### src/common/apss_consts.svh
`ifndef APSS_CONSTS_SVH
`define APSS_CONSTS_SVH

// -----------------------------------------------------------------------------
// Address and mask geometry.
// -----------------------------------------------------------------------------
`define APSS_ADDR_W      40
`define APSS_HASH_MSB    39
`define APSS_HASH_LSB    6
`define APSS_LEN_W       8
`define APSS_ID_W        4
`define APSS_SRAM_PORTS  4
`define APSS_EXT_PORTS   2
`define APSS_SEL_RST     2'h0

`endif

### src/common/apss_pkg.sv
package apss_pkg;

  // ---------------------------------------------------------------------------
  // Transfer request carried from the DMA to a memory port.
  // ---------------------------------------------------------------------------
  typedef struct packed {
    logic [39:0] addr;
    logic [7:0]  len;
    logic [3:0]  id;
    logic        write;
    logic        offchip;
  } apss_req_s;

  typedef logic [1:0] apss_sel_t;

  typedef struct packed {
    logic      valid;
    apss_req_s req;
    apss_sel_t sram_sel;
    logic      ext_sel;
  } apss_state_s;

endpackage : apss_pkg

### src/logic/apss_stripe_select.sv
`timescale 1ns/1ns
`include "apss_consts.svh"
module apss_stripe_select #(
  parameter int HAS_SRAM_HI = 1,
  parameter int HAS_EXT_HI  = 1
) (
  input  wire logic                                  core_clk,
  input  wire logic                                  rst_n,
  input  wire logic [`APSS_ADDR_W-1:0]               sram_stripe_mask_lo,
  input  wire logic [`APSS_ADDR_W-1:0]               sram_stripe_mask_hi,
  input  wire logic [`APSS_ADDR_W-1:0]               ext_stripe_mask,
  input  wire logic                                  dma_req_valid,
  input  wire apss_pkg::apss_req_s                   dma_req,
  output logic                                       dma_req_ready,
  input  wire logic [`APSS_SRAM_PORTS-1:0]           sram_port_ready,
  output logic [`APSS_SRAM_PORTS-1:0]                sram_port_valid,
  output apss_pkg::apss_req_s                        sram_port_req,
  input  wire logic [`APSS_EXT_PORTS-1:0]            offchip_mem_port_ready,
  output logic [`APSS_EXT_PORTS-1:0]                 offchip_mem_port_valid,
  output apss_pkg::apss_req_s                        offchip_mem_port_req
);

  // ---------------------------------------------------------------------------
  // Reset release.
  // ---------------------------------------------------------------------------
  logic rst_meta_reg;
  logic rst_sync_n_reg;

  always_ff @(posedge core_clk or negedge rst_n) begin
    if (!rst_n) begin
      rst_meta_reg   <= 1'b0;
      rst_sync_n_reg <= 1'b0;
    end else begin
      rst_meta_reg   <= 1'b1;
      rst_sync_n_reg <= rst_meta_reg;
    end
  end

  // ---------------------------------------------------------------------------
  // Address hash.
  // ---------------------------------------------------------------------------
  logic                sel_lo;
  logic                sel_hi;
  logic                sel_ext;
  apss_pkg::apss_sel_t sram_sel;

  always_comb begin
    sel_lo = ^(sram_stripe_mask_lo[`APSS_HASH_MSB:`APSS_HASH_LSB] &
               dma_req.addr[`APSS_HASH_MSB:`APSS_HASH_LSB]);
    sel_hi = (HAS_SRAM_HI != 0) &&
             (^(sram_stripe_mask_hi[`APSS_HASH_MSB:`APSS_HASH_LSB] &
                dma_req.addr[`APSS_HASH_MSB:`APSS_HASH_LSB]));
    sel_ext = (HAS_EXT_HI != 0) &&
              (^(ext_stripe_mask[`APSS_HASH_MSB:`APSS_HASH_LSB] &
                 dma_req.addr[`APSS_HASH_MSB:`APSS_HASH_LSB]));
    sram_sel = {sel_hi, sel_lo};
  end

  // ---------------------------------------------------------------------------
  // Output stage.
  // ---------------------------------------------------------------------------
  apss_pkg::apss_state_s state_reg;
  apss_pkg::apss_state_s state_next;
  logic                  out_ready;

  always_comb begin
    if (state_reg.req.offchip) begin
      out_ready = offchip_mem_port_ready[state_reg.ext_sel];
    end else begin
      out_ready = sram_port_ready[state_reg.sram_sel];
    end
  end

  always_comb begin
    state_next = state_reg;
    if (state_reg.valid && out_ready) begin
      state_next.valid = 1'b0;
    end
    if (!state_next.valid && dma_req_valid && !state_reg.valid) begin
      state_next.valid    = 1'b1;
      state_next.req      = dma_req;
      state_next.sram_sel = sram_sel;
      state_next.ext_sel  = sel_ext;
    end
  end

  always_ff @(posedge core_clk or negedge rst_sync_n_reg) begin
    if (!rst_sync_n_reg) begin
      state_reg          <= '0;
      state_reg.sram_sel <= `APSS_SEL_RST;
    end else begin
      state_reg <= state_next;
    end
  end

  // ---------------------------------------------------------------------------
  // Registered port outputs.
  // ---------------------------------------------------------------------------
  logic [`APSS_SRAM_PORTS-1:0] sram_valid_next;
  logic [`APSS_EXT_PORTS-1:0]  ext_valid_next;

  always_comb begin
    sram_valid_next = '0;
    ext_valid_next  = '0;
    if (state_next.valid && !state_next.req.offchip) begin
      sram_valid_next[state_next.sram_sel] = 1'b1;
    end
    if (state_next.valid && state_next.req.offchip) begin
      ext_valid_next[state_next.ext_sel] = 1'b1;
    end
  end

  always_ff @(posedge core_clk or negedge rst_sync_n_reg) begin
    if (!rst_sync_n_reg) begin
      sram_port_valid        <= '0;
      offchip_mem_port_valid <= '0;
      sram_port_req          <= '0;
      offchip_mem_port_req   <= '0;
      dma_req_ready          <= 1'b0;
    end else begin
      sram_port_valid        <= sram_valid_next;
      offchip_mem_port_valid <= ext_valid_next;
      sram_port_req          <= state_next.req;
      offchip_mem_port_req   <= state_next.req;
      dma_req_ready          <= !state_next.valid;
    end
  end

endmodule : apss_stripe_select

### config.mk
export PLATFORM = sky130hd
export DESIGN_NAME = apss_stripe_select
export DESIGN_NICKNAME = d
export VERILOG_FILES = /design/src/common/apss_pkg.sv /design/src/logic/apss_stripe_select.sv
export VERILOG_INCLUDE_DIRS = /design/src /design/src/common
export SDC_FILE = /design/constraint.sdc
export NUM_CORES = 1
export LEC_CHECK = 0
export BUFFER_PORTS_ARGS = -buffer_cell sky130_fd_sc_hd__buf_2
export CORE_AREA = 5 5 113 115
export DETAILED_ROUTE_END_ITERATION = 12
export DIE_AREA = 0 0 118 120
export PLACE_DENSITY = 0.76
export SLEW_MARGIN = 20
export SYNTH_ARGS = -nofsm -noshare
export SYNTH_HDL_FRONTEND = slang
export SYNTH_SLANG_ARGS = --single-unit
### constraint.sdc
create_clock -name core_clk -period 2.9 [get_ports core_clk]
set_input_delay 0.58 -clock core_clk [delete_from_list [all_inputs] [get_ports core_clk]]
set_output_delay 0.58 -clock core_clk [all_outputs]
set_load 0.02 [all_outputs]
==> metrics.txt, run 1 <==
design internal power=3270 µW; dpl hpwl=11800 µm; vias per cell=4.44; CORE AREA=11700 µm²; Total GRT Usage=19.7%; clk_skew=6.70 ps; Static Leak=0.00320 µW; Multi-input gate area=2060 µm²; Fmax achieved=452 MHz; fin nets=931; Die Span X=118 µm; syn nets=755; TritonCTS Sinks=67; RePlAce Congestion=0.840; Reg clk slew, reported paths=50 ps; cells after synthesis=572; flip-flop count of the largest register after layout=54; drt wl/cell=16.0 µm; Finished Layout Cells=899; fin crit period=2210 ps; Residual DRC=0; CTS buffer count=9; initial antenna violation count=2; synth warn=0; Slew Limit Fails=0; Clock power frac=18.8%; Setup-failing EPs final=0; Max-Cap Viols=0; R2R Path Start=state_reg[1]; Synth Flop Type=dfrtp_1; ant diodes=0; crit end category=flip-flop; clk_lat worst skew=320 ps; Worst R2R Setup Slack=1080 ps; Reg power frac=28.4%; Slew HR=42.4%; CP Data Required Time=3110 ps; Max FO, Critical Path=4; hold-fix buffer count after cts=0; setup_tns=0 ps; Fill cells=1157; Worst Tran Pin Value=864 ps; outcome=completed; CP arrival=2420 ps; Min Hold Slack=31.5 ps; Post-synth top cells=nand2_1 (263), buf_4 (108), xnor2_1 (70); type of the worst setup path=input pin to flip-flop; WL final=14400 µm; Area contributors post-synth=dfrtp_1 (36%), nand2_1 (21%), buf_4 (18%), xnor2_1 (13%), xor2_1 (4.2%); power consumption=6060 µW; DP Cell Count=884; area fraction of the dominant cell type after synthesis=36.5%; Synth Register Bits=67; First DRT Iteration DRCs=135; Die Area=14200 µm²; Synth cell types=28; reg-to-reg endpoint=sram_port_valid[3]; Switching Share=46.1%; Worst Hold Class=input pin to asynchronous set/reset pin; first-pass GRT wire length=21600 µm; synthesized area=4590 µm²; IO Port Bufs=279; H-tree levels=3; Util after Layout=48.6%; Row Count=40; FF+latch area=1680 µm²; Die Ht=120 µm; Layout area overhead=23.8%; share of layout cells above drive strength 1=41.1%; most common cell in the netlist=nand2_1; switching power=2800 µW; Pwr Density=1070 nW/µm²; IO Count=298; endpoints failing hold=0; Synth area leader=dfrtp_1; CP Launch Type=input pin; Final Cycle Share=76.2%; post-synthesis sequential area ratio=36.5%; Worst VDD drop=0.000599 V; syn_area_per_cell=8.03 µm²; postcts setup bufs=0; EDFF count, synth=0; fraction of registers with async set/reset=100%; first-pass detailed-route iteration total=4; CTS tree=built; post-CTS resize count=0; gr ovfl total=0; maximum clock path buffer count=2; via count=3994; largest net degree at the start of global routing=66; combinational power share=52.8%; CTS Root Cell=clkbuf_16; vias in the first global route=4025; Starting Density=39.2%; RSZ-0062 raised after global routing=false; Worst Reg-to-Reg Cells=5; post-route antenna net violation count=0
[final cells by class]
class	instances	area share [%]
clock buffers	10	4.03
inverters	2	0.132
clock inverters	5	1.39
multi-input cells	382	36.2
flip-flops and latches	67	29.5
repair buffers	286	25.5
well taps	147	3.23
[stage by stage]
step / area, µm² / setup WS, ps
2_1_floorplan: 4590 / 788
3_3_place_gp: 5380 / 366
3_5_place_dp: 5380 / 350
4_1_cts: 5690 / 697
5_1_grt: 5690 / 543
6_report: 5690 / 690
[critical path: stages]
cell and delay, ps:
buf_2 120, nand2_1 110, xor2_1 270, xnor2_2 170, xnor3_1 340, xnor2_1 140
xnor2_1 370, o32ai_2 140, and2_1 190
[power groups by stage]
stage          combinational (µW)  clock, µW  sequential (µW)
5_1_grt                      3450       1210             1800
2_1_floorplan                3100          0             1720
3_3_place_gp                 3210          0             1710
3_5_place_dp                 3250          0             1730
4_1_cts                      3250       1170             1730
6_report                     3200       1140             1720
[placed cells by master, fill, tap and decap left out, drive strengths merged]
cell type  synthesis  layout
bufinv             0       2
o21a               1       1
mux2i              2       2
o21ai              4       4
buf              113     286
and2               1       1
xnor3              3       3
nand2b             2       2
clkinv             0       3
or3b               1       1
nor3               1       1
conb               1       1
nor2               1       1
nor2b              3       3
xor2              22      22
inv                2       2
clkbuf             8      10
xnor2             71      71
a21oi              1       1
dfrtp             67      67
and3               1       1
o211ai             1       1
nand2            264     264
o32ai              1       1
mux4               1       1
[layer usage]
layer	GRT usage, %	vias up	share of wire, %
met5	0	-	0.13
met4	6.67	4	2.8
met3	4.95	29	7.1
met2	33.7	180	49
met1	24.3	1804	41
li1	-	1977	-
[cells by family (layout without fill, tap and decap cells)]
family | after synthesis | count (layout) | share of synthesized area [%]
XOR/XNOR | 96 | 96 | 19.4
multiplexers | 3 | 3 | 0.926
other | 1 | 1 | 0.0816
AO/OA/AOI/OAI | 8 | 8 | 1.31
flip-flops | 67 | 67 | 36.5
buffers and inverters | 123 | 303 | 18.9
AND/OR/NAND/NOR | 274 | 274 | 23.0
[worst max path at each step]
stage	from	end	slack (ps)	depth (start not counted)
6_report	dma_req[36]	sram_port_valid[1]	690	9
5_1_grt	dma_req[37]	sram_port_valid[3]	540	9
4_1_cts	dma_req[30]	sram_port_valid[1]	700	9
3_5_place_dp	dma_req[36]	sram_port_valid[1]	350	9
3_3_place_gp	dma_req[30]	sram_port_valid[1]	370	9
2_1_floorplan	sram_stripe_mask_hi[29]	sram_port_valid[1]	790	8
(Power assumes the default switching activity.)
==> run 2, diff against run 1 <==
Settings changed: ABC_AREA set to 1, CORE_AREA 5 5 113 115 to not set, CORE_MARGIN set to 5, CORE_UTILIZATION set to 41, DIE_AREA 0 0 118 120 to not set, PLACE_DENSITY 0.76 to 0.77.
Clock period 2.9 ns to 1.9 ns, I/O delays scaled along.
==> run 2 against run 1 <==
Compared with the run above: non-clock buffer count up 1; power up 54%; hold slack better by 220 ps; synthesized cell count up 47%; routed wire length up 1.7%; final cell count up 34%; clock power up 68%; largest cell class unchanged; clock skew up 2.4 ps; worst setup slack worse by 300 ps; final area up 17%; sequential share of layout area down 4.2 points; count of clock-buffer cells in the layout down 1.
==> metrics.txt, run 2 <==
post-route cell area=6640 µm² (was 5690 µm²); CP arrival=1770 ps (was 2420 ps); post-synthesis sequential area ratio=30.7% (was 36.5%); Compound-Gate Fraction of Synth Area=0.528% (was 1.31%); first-pass GRT wire length=23000 µm (was 21600 µm); clk_skew=9.08 ps (was 6.70 ps); fin nets=1203 (was 931); power consumption=9320 µW (was 6060 µW); RePlAce Congestion=0.848 (was 0.840); gr ovfl total=0 (unchanged); CTS buffer count=9 (unchanged); commonest cells after routing, fill and taps aside=nand2_1 (487), buf_2 (279), dfrtp_1 (66) (was buf_2 (279), nand2_1 (263), xnor2_1 (70)); flip-flop count of the largest register after layout=54 (unchanged); CTS tree=built (unchanged); Synth cell types=19 (was 28); Area contributors post-synth=nand2_1 (34%), dfrtp_1 (31%), buf_4 (15%), xnor2_1 (6.3%), xor2_1 (5.3%) (was dfrtp_1 (36%), nand2_1 (21%), buf_4 (18%), xnor2_1 (13%), xor2_1 (4.2%)); Row Count=42 (was 40); Worst R2R Setup Slack=480 ps (was 1080 ps); maximum clock path buffer count=2 (unchanged); syn nets=1025 (was 755); Die Area=15700 µm² (was 14200 µm²); endpoints failing hold=0 (unchanged); EDFF count, synth=0 (unchanged); drt wl/cell=12.2 µm (was 16.0 µm); Simple-Gate Fraction of Synth Area=37.9% (was 23.0%); CP Data Required Time=2150 ps (was 3110 ps); commonest non-fill, non-tap cell in the layout=nand2_1 (was buf_2); first-pass detailed-route iteration total=4 (unchanged); Worst Setup EP=sram_port_valid[2] (was sram_port_valid[1]); via count=5323 (was 3994); XOR/XNOR Fraction of Synth Area=12.2% (was 19.4%); share of layout cells above drive strength 1=30.8% (was 41.1%); mux cell area share after synthesis=0% (was 0.926%); Starting Density=41.5% (was 39.2%); Worst Hold Class=input pin to flip-flop (was input pin to asynchronous set/reset pin); IO Port Bufs=279 (unchanged); Adder-Cell Fraction of Synth Area=0% (unchanged); Die Ht=125 µm (was 120 µm); IO Count=298 (unchanged); fraction of registers with async set/reset=100% (unchanged); Synth Register Bits=67 (unchanged); postcts setup bufs=0 (unchanged); Layout area overhead=21.8% (was 23.8%); Worst VDD drop=0.000603 V (was 0.000599 V); R2R Path Start=state_reg[57] (was state_reg[1]); Residual DRC=0 (unchanged); CP Launch Type=input pin (unchanged); crit path from=dma_req[53] (was dma_req[36]); dpl hpwl=12000 µm (was 11800 µm); First DRT Iteration DRCs=142 (was 135); Pwr Density=1400 nW/µm² (was 1070 nW/µm²); vias per cell=4.43 (was 4.44); Die Span X=125 µm (was 118 µm); Final Cycle Share=79.7%; reg-to-reg endpoint=sram_port_valid[1] (was sram_port_valid[3]); cells after synthesis=842 (was 572); CTS Root Cell=clkbuf_16 (unchanged); area fraction of the dominant cell type after synthesis=33.5% (was 36.5%); Reg clk slew, reported paths=70 ps (was 50 ps); synthesized area=5450 µm² (was 4590 µm²); ant diodes=0 (unchanged); TritonCTS Sinks=67 (unchanged); syn_area_per_cell=6.48 µm² (was 8.03 µm²); Synth area leader=nand2_1 (was dfrtp_1); post-route antenna net violation count=0 (unchanged); clk_lat worst skew=330 ps (was 320 ps); Max FO, Critical Path=4 (unchanged); Fmax achieved=660 MHz; RSZ-0062 raised after global routing=false (unchanged); Post-synth top cells=nand2_1 (487), buf_4 (108), dfrtp_1 (67) (was nand2_1 (263), buf_4 (108), xnor2_1 (70)); Synth Flop Type=dfrtp_1 (unchanged); Worst Reg-to-Reg Cells=7 (was 5); crit end category=flip-flop (unchanged); synth warn=0 (unchanged); Slew Limit Fails=0 (unchanged); placement-stage cell area=6300 µm² (was 5380 µm²); WL final=14600 µm (was 14400 µm); Setup-failing EPs final=0 (unchanged); CORE AREA=13100 µm² (was 11700 µm²); most common cell in the netlist=nand2_1 (unchanged); initial antenna violation count=0 (was 2); fin crit period=1510 ps; Static Leak=0.00410 µW (was 0.00320 µW); largest net degree at the start of global routing=66 (unchanged); outcome=completed (unchanged); Max-Cap Viols=0 (unchanged); H-tree levels=3 (unchanged); type of the worst setup path=input pin to flip-flop (unchanged); Total GRT Usage=18.1% (was 19.7%); Fill cells=1303 (was 1157); largest family of logic cells by synthesized area=simple AND/OR/NAND/NOR gates (unchanged); vias in the first global route=4957 (was 4025)
run 2: changes by cell type in the layout (fill, tap and decap cells not counted), moves of 3 or more:
cell     previous run  this run
inv_1               2        41
xnor3_1             3         0
nor2_1              1        15
nand2_1           263       487
nand3_2             0         4
xor2_1             22        33
nand3_1             0        19
xnor2_1            70        39
nand2_2             1         5
run 2: power by group:
group | total, µW | leakage [µW] | internal (µW) | switching (µW)
logic | 4820 | 0.00311 | 1580 | 3250
clock network | 1910 | 0.000160 | 1180 | 731
registers | 2590 | 0.000828 | 2100 | 485
total | 9320 | 0.00410 | 4850 | 4460
run 2: final cells by class:
cell class,count,area (µm²),share of cell area [%]
clock buffers,9,225,3.39
clock inverters,7,108,1.62
inverters,42,158,2.37
multi-input cells,613,2770,41.7
flip-flops and latches,67,1680,25.3
well taps,176,220,3.32
repair buffers,287,1480,22.3
run 2: what timing repair did:
action,CTS,global route
hold buffers,1,0
hold endpoints to repair,2,0
gates resized for setup,0,0
setup endpoints to repair,0,0
run 2: per-stage QoR:
| step | utilization [%] | std cells | hold WS (ps) | setup WS (ps) | setup TNS, ps |
|---|---|---|---|---|---|
| 3_5_place_dp | 48.0 | 1184 | 173 | -12.3 | -12.3 |
| 6_report | 50.6 | 1201 | 247 | 385 | 0 |
| 5_1_grt | 50.6 | 1201 | 240 | 222 | 0 |
| 2_1_floorplan | - | 842 | 84.4 | 429 | 0 |
| 3_3_place_gp | 48.0 | 1184 | 166 | 26.2 | 0 |
| 4_1_cts | 50.6 | 1201 | 233 | 342 | 0 |
run 2: logic make-up after synthesis:
logic type,Yosys count
XOR/XNOR,74
flip-flops,67
AO/OA/AOI/OAI,5
AND/OR/NAND/NOR,533
other,1
buffers and inverters,162
run 2: metal layers:
metal | share of wire [%] | track usage, % | routed length [µm] | up-vias
met1 | 41 | 20.9 | 5980 | 2326
li1 | - | - | - | 2774
met3 | 7.7 | 4.86 | 1120 | 13
met2 | 50 | 33.2 | 7310 | 210
met4 | 1.2 | 4.15 | 175 | 0
met5 | 0 | 0 | 0 | -
run 2: worst min-delay path by stage:
stage	start	endpoint	slack, ps	cells past startpoint
floorplan	rst_n	rst_meta_reg	80	0
global placement	rst_n	rst_meta_reg	170	1
detailed placement	rst_n	rst_meta_reg	170	1
CTS	dma_req[10]	sram_port_req[10]	230	3
global route	dma_req[10]	sram_port_req[10]	240	3
finish	dma_req[1]	sram_port_req[1]	250	3
run 2: worst max-delay path: stages:
cell and delay [ps]:
buf_2 200, nand2_1 90, xor2_1 230, buf_4 160, inv_1 40, nand3_2 70, nand2_1 50, nand2_1 70
nand2_1 50, nand2_1 60, nand3_2 100, nand2_2 90, nand2_2 50, nor2_1 100
==> run 3, diff against run 2 <==
Settings changed: CORE_UTILIZATION 41 to 46, PLACE_DENSITY 0.77 to 0.82.
Clock period 1.9 ns to 1.5 ns, I/O delays scaled along.
==> run 3 against run 2 <==
Compared with the run above: non-clock buffer count grew 17; utilization is 11 points higher; flip-flop and latch count unchanged; critical endpoint is now offchip_mem_port_valid[0]; global-route usage grew 2.1 points; worst setup slack got worse by 330 ps; die area shrank 10%; combinational power up 32%; final cell count is 1.2% lower; sequential share of layout area fell by 1.6 points.
==> metrics.txt, run 3 (synthesis gave the netlist of run 2 again) <==
CTS Root Cell=clkbuf_16 (unchanged); dpl ws=-332 ps (was -12.3 ps); Worst R2R Setup Slack=130 ps (was 480 ps); Pwr Density=1670 nW/µm² (was 1400 nW/µm²); commonest cells after routing, fill and taps aside=nand2_1 (437), buf_2 (272), dfrtp_1 (66) (was nand2_1 (487), buf_2 (279), dfrtp_1 (66)); endpoints failing hold=0 (unchanged); flip-flop count of the largest register after layout=54 (unchanged); initial antenna violation count=1 (was 0); TritonCTS Sinks=67 (unchanged); Row Count=39 (was 42); H-tree levels=3 (unchanged); Fill cells=1015 (was 1303); First DRT Iteration DRCs=280 (was 142); RePlAce Congestion=0.805 (was 0.848); fin crit period=1450 ps; first-pass detailed-route iteration total=4 (unchanged); Util after Layout=61.6% (was 50.6%); Reg clk slew, reported paths=60 ps (was 70 ps); Residual DRC=0 (unchanged); CTS buffer count=9 (unchanged); clk_lat worst skew=330 ps (about the same); largest net degree at the start of global routing=66 (unchanged); crit end category=flip-flop (unchanged); vias in the first global route=5176 (was 4957); design internal power=6070 µW (was 4850 µW); fin nets=1220 (was 1203); Slew Limit Fails=0 (unchanged); RSZ-0062 raised after global routing=true (was false); Max FO, Critical Path=4 (unchanged); WL final=15400 µm (was 14600 µm); Die Ht=119 µm (was 125 µm); Final Cycle Share=96.4%; IO Count=298 (unchanged); Starting Density=47.4% (was 41.5%); Max-Cap Viols=0 (unchanged); gr ovfl total=0 (unchanged); Worst Hold Class=input pin to flip-flop (unchanged); CTS tree=built (unchanged); Reg power frac=27.9% (was 27.8%); vias per cell=4.68 (was 4.43); dpl hpwl=12200 µm (was 12000 µm); switching power=5770 µW (was 4460 µW); Die Area=14100 µm² (was 15700 µm²); IO Port Bufs=279 (unchanged); Fmax achieved=691 MHz; via count=5550 (was 5323); Worst VDD drop=0.000660 V (was 0.000603 V); outcome=completed (unchanged); clk_skew=4.68 ps (was 9.08 ps); Min Hold Slack=165 ps (was 247 ps); setup_tns=0 ps (unchanged); commonest non-fill, non-tap cell in the layout=nand2_1 (unchanged); Total GRT Usage=20.2% (was 18.1%); CP peak stage delay=260 ps (was 230 ps); Layout area overhead=30.0% (was 21.8%); combinational power share=53.8% (was 51.7%); first-pass GRT wire length=23500 µm (was 23000 µm); Clock power frac=18.3% (was 20.5%); CP Cell Sequence=buf_2 -> nand2_1 -> xnor2_1 -> xor2_1 -> nand2_1 -> nand2_1 -> inv_1 -> nand2_1 -> nand2_1 -> nand2_1 -> nand3_2 -> nand2_2 -> nor2_1 (was buf_2 -> nand2_1 -> xor2_1 -> buf_4 -> inv_1 -> nand3_2 -> nand2_1 -> nand2_1 -> nand2_1 -> nand2_1 -> nand3_2 -> nand2_2 -> nand2_2 -> nor2_1); CP Launch Type=input pin (unchanged); Switching Share=48.7% (was 47.9%); CP max-delay cell=xnor2_1 (was xor2_1); Static Leak=0.00432 µW (was 0.00410 µW); post-layout worst setup margin=53.3 ps (was 385 ps); CP arrival=1670 ps (was 1770 ps); drt wl/cell=13.0 µm (was 12.2 µm); crit-path most repeated cell=nand2_1 (unchanged); Setup-failing EPs final=0 (unchanged); CP Data Required Time=1720 ps (was 2150 ps); type of the worst setup path=input pin to flip-flop (unchanged); post-route antenna net violation count=0 (unchanged); CORE AREA=11500 µm² (was 13100 µm²); Die Span X=119 µm (was 125 µm); share of layout cells above drive strength 1=40.6% (was 30.8%); power consumption=11800 µW (was 9320 µW); maximum clock path buffer count=2 (unchanged)
==> run 3: layout make-up <==
| class | count | area (µm²) | area share (%) |
|---|---|---|---|
| multi-input cells | 613 | 3150 | 44.4 |
| diodes | 1 | 2.50 | 0.0353 |
| well taps | 143 | 179 | 2.52 |
| flip-flops and latches | 67 | 1680 | 23.7 |
| inverters | 42 | 158 | 2.22 |
| clock inverters | 7 | 82.6 | 1.16 |
| clock buffers | 9 | 225 | 3.18 |
| repair buffers | 304 | 1620 | 22.8 |
==> run 3: final timing paths <==
| kind | start | endpoint | cells after the start |
|---|---|---|---|
| setup / recovery | dma_req[24] | offchip_mem_port_valid[0] | 13 |
| hold / removal | dma_req[13] | sram_port_req[13] | 3 |
| setup reg to reg | state_reg[1] | offchip_mem_port_valid[0] | 8 |
| hold reg to reg | rst_sync_n_reg | sram_port_req[20] | 1 |
| max in group asynchronous | rst_sync_n_reg | sram_port_req[47] | 1 |
| min in group asynchronous | rst_sync_n_reg | sram_port_req[20] | 1 |
==> run 3: stage by stage <==
stage               instances  area [µm²]
floorplan                 842        5460
global placement         1167        6370
finish                   1186        7090
global route             1186        7090
CTS                      1184        6680
detailed placement       1167        6370
==> run 3: layer usage <==
| layer | part of all wire [%] | vias up | GRT usage (%) |
|---|---|---|---|
| li1 | - | 2815 | - |
| met2 | 54 | 207 | 38.8 |
| met1 | 37 | 2505 | 21.9 |
| met5 | 0 | - | 0 |
| met3 | 6.7 | 23 | 4.50 |
| met4 | 2.0 | 0 | 6.30 |
==> run 3: worst max-delay path: cells and delay by family <==
family / cells / cell delay, ps
buf+inv: 2 / 190
xor+xnor: 2 / 450
simple gates: 9 / 730
==> run 3: power groups by stage <==
stage          combinational (µW)  clock (µW)  sequential (µW)
2_1_floorplan                5900           0             3270
3_3_place_gp                 6110           0             3290
3_5_place_dp                 6210           0             3330
4_1_cts                      6230        2220             3310
5_1_grt                      6910        2310             3440
6_report                     6370        2170             3300
==> run 3: repair_timing <==
| item | CTS | global route |
|---|---|---|
| resized for setup | 0 | 98 |
| hold endpoints to repair | 2 | 0 |
| hold buffers | 1 | 0 |
| buffers inserted | 0 | 1 |
| setup endpoints to repair | 0 | 8 |
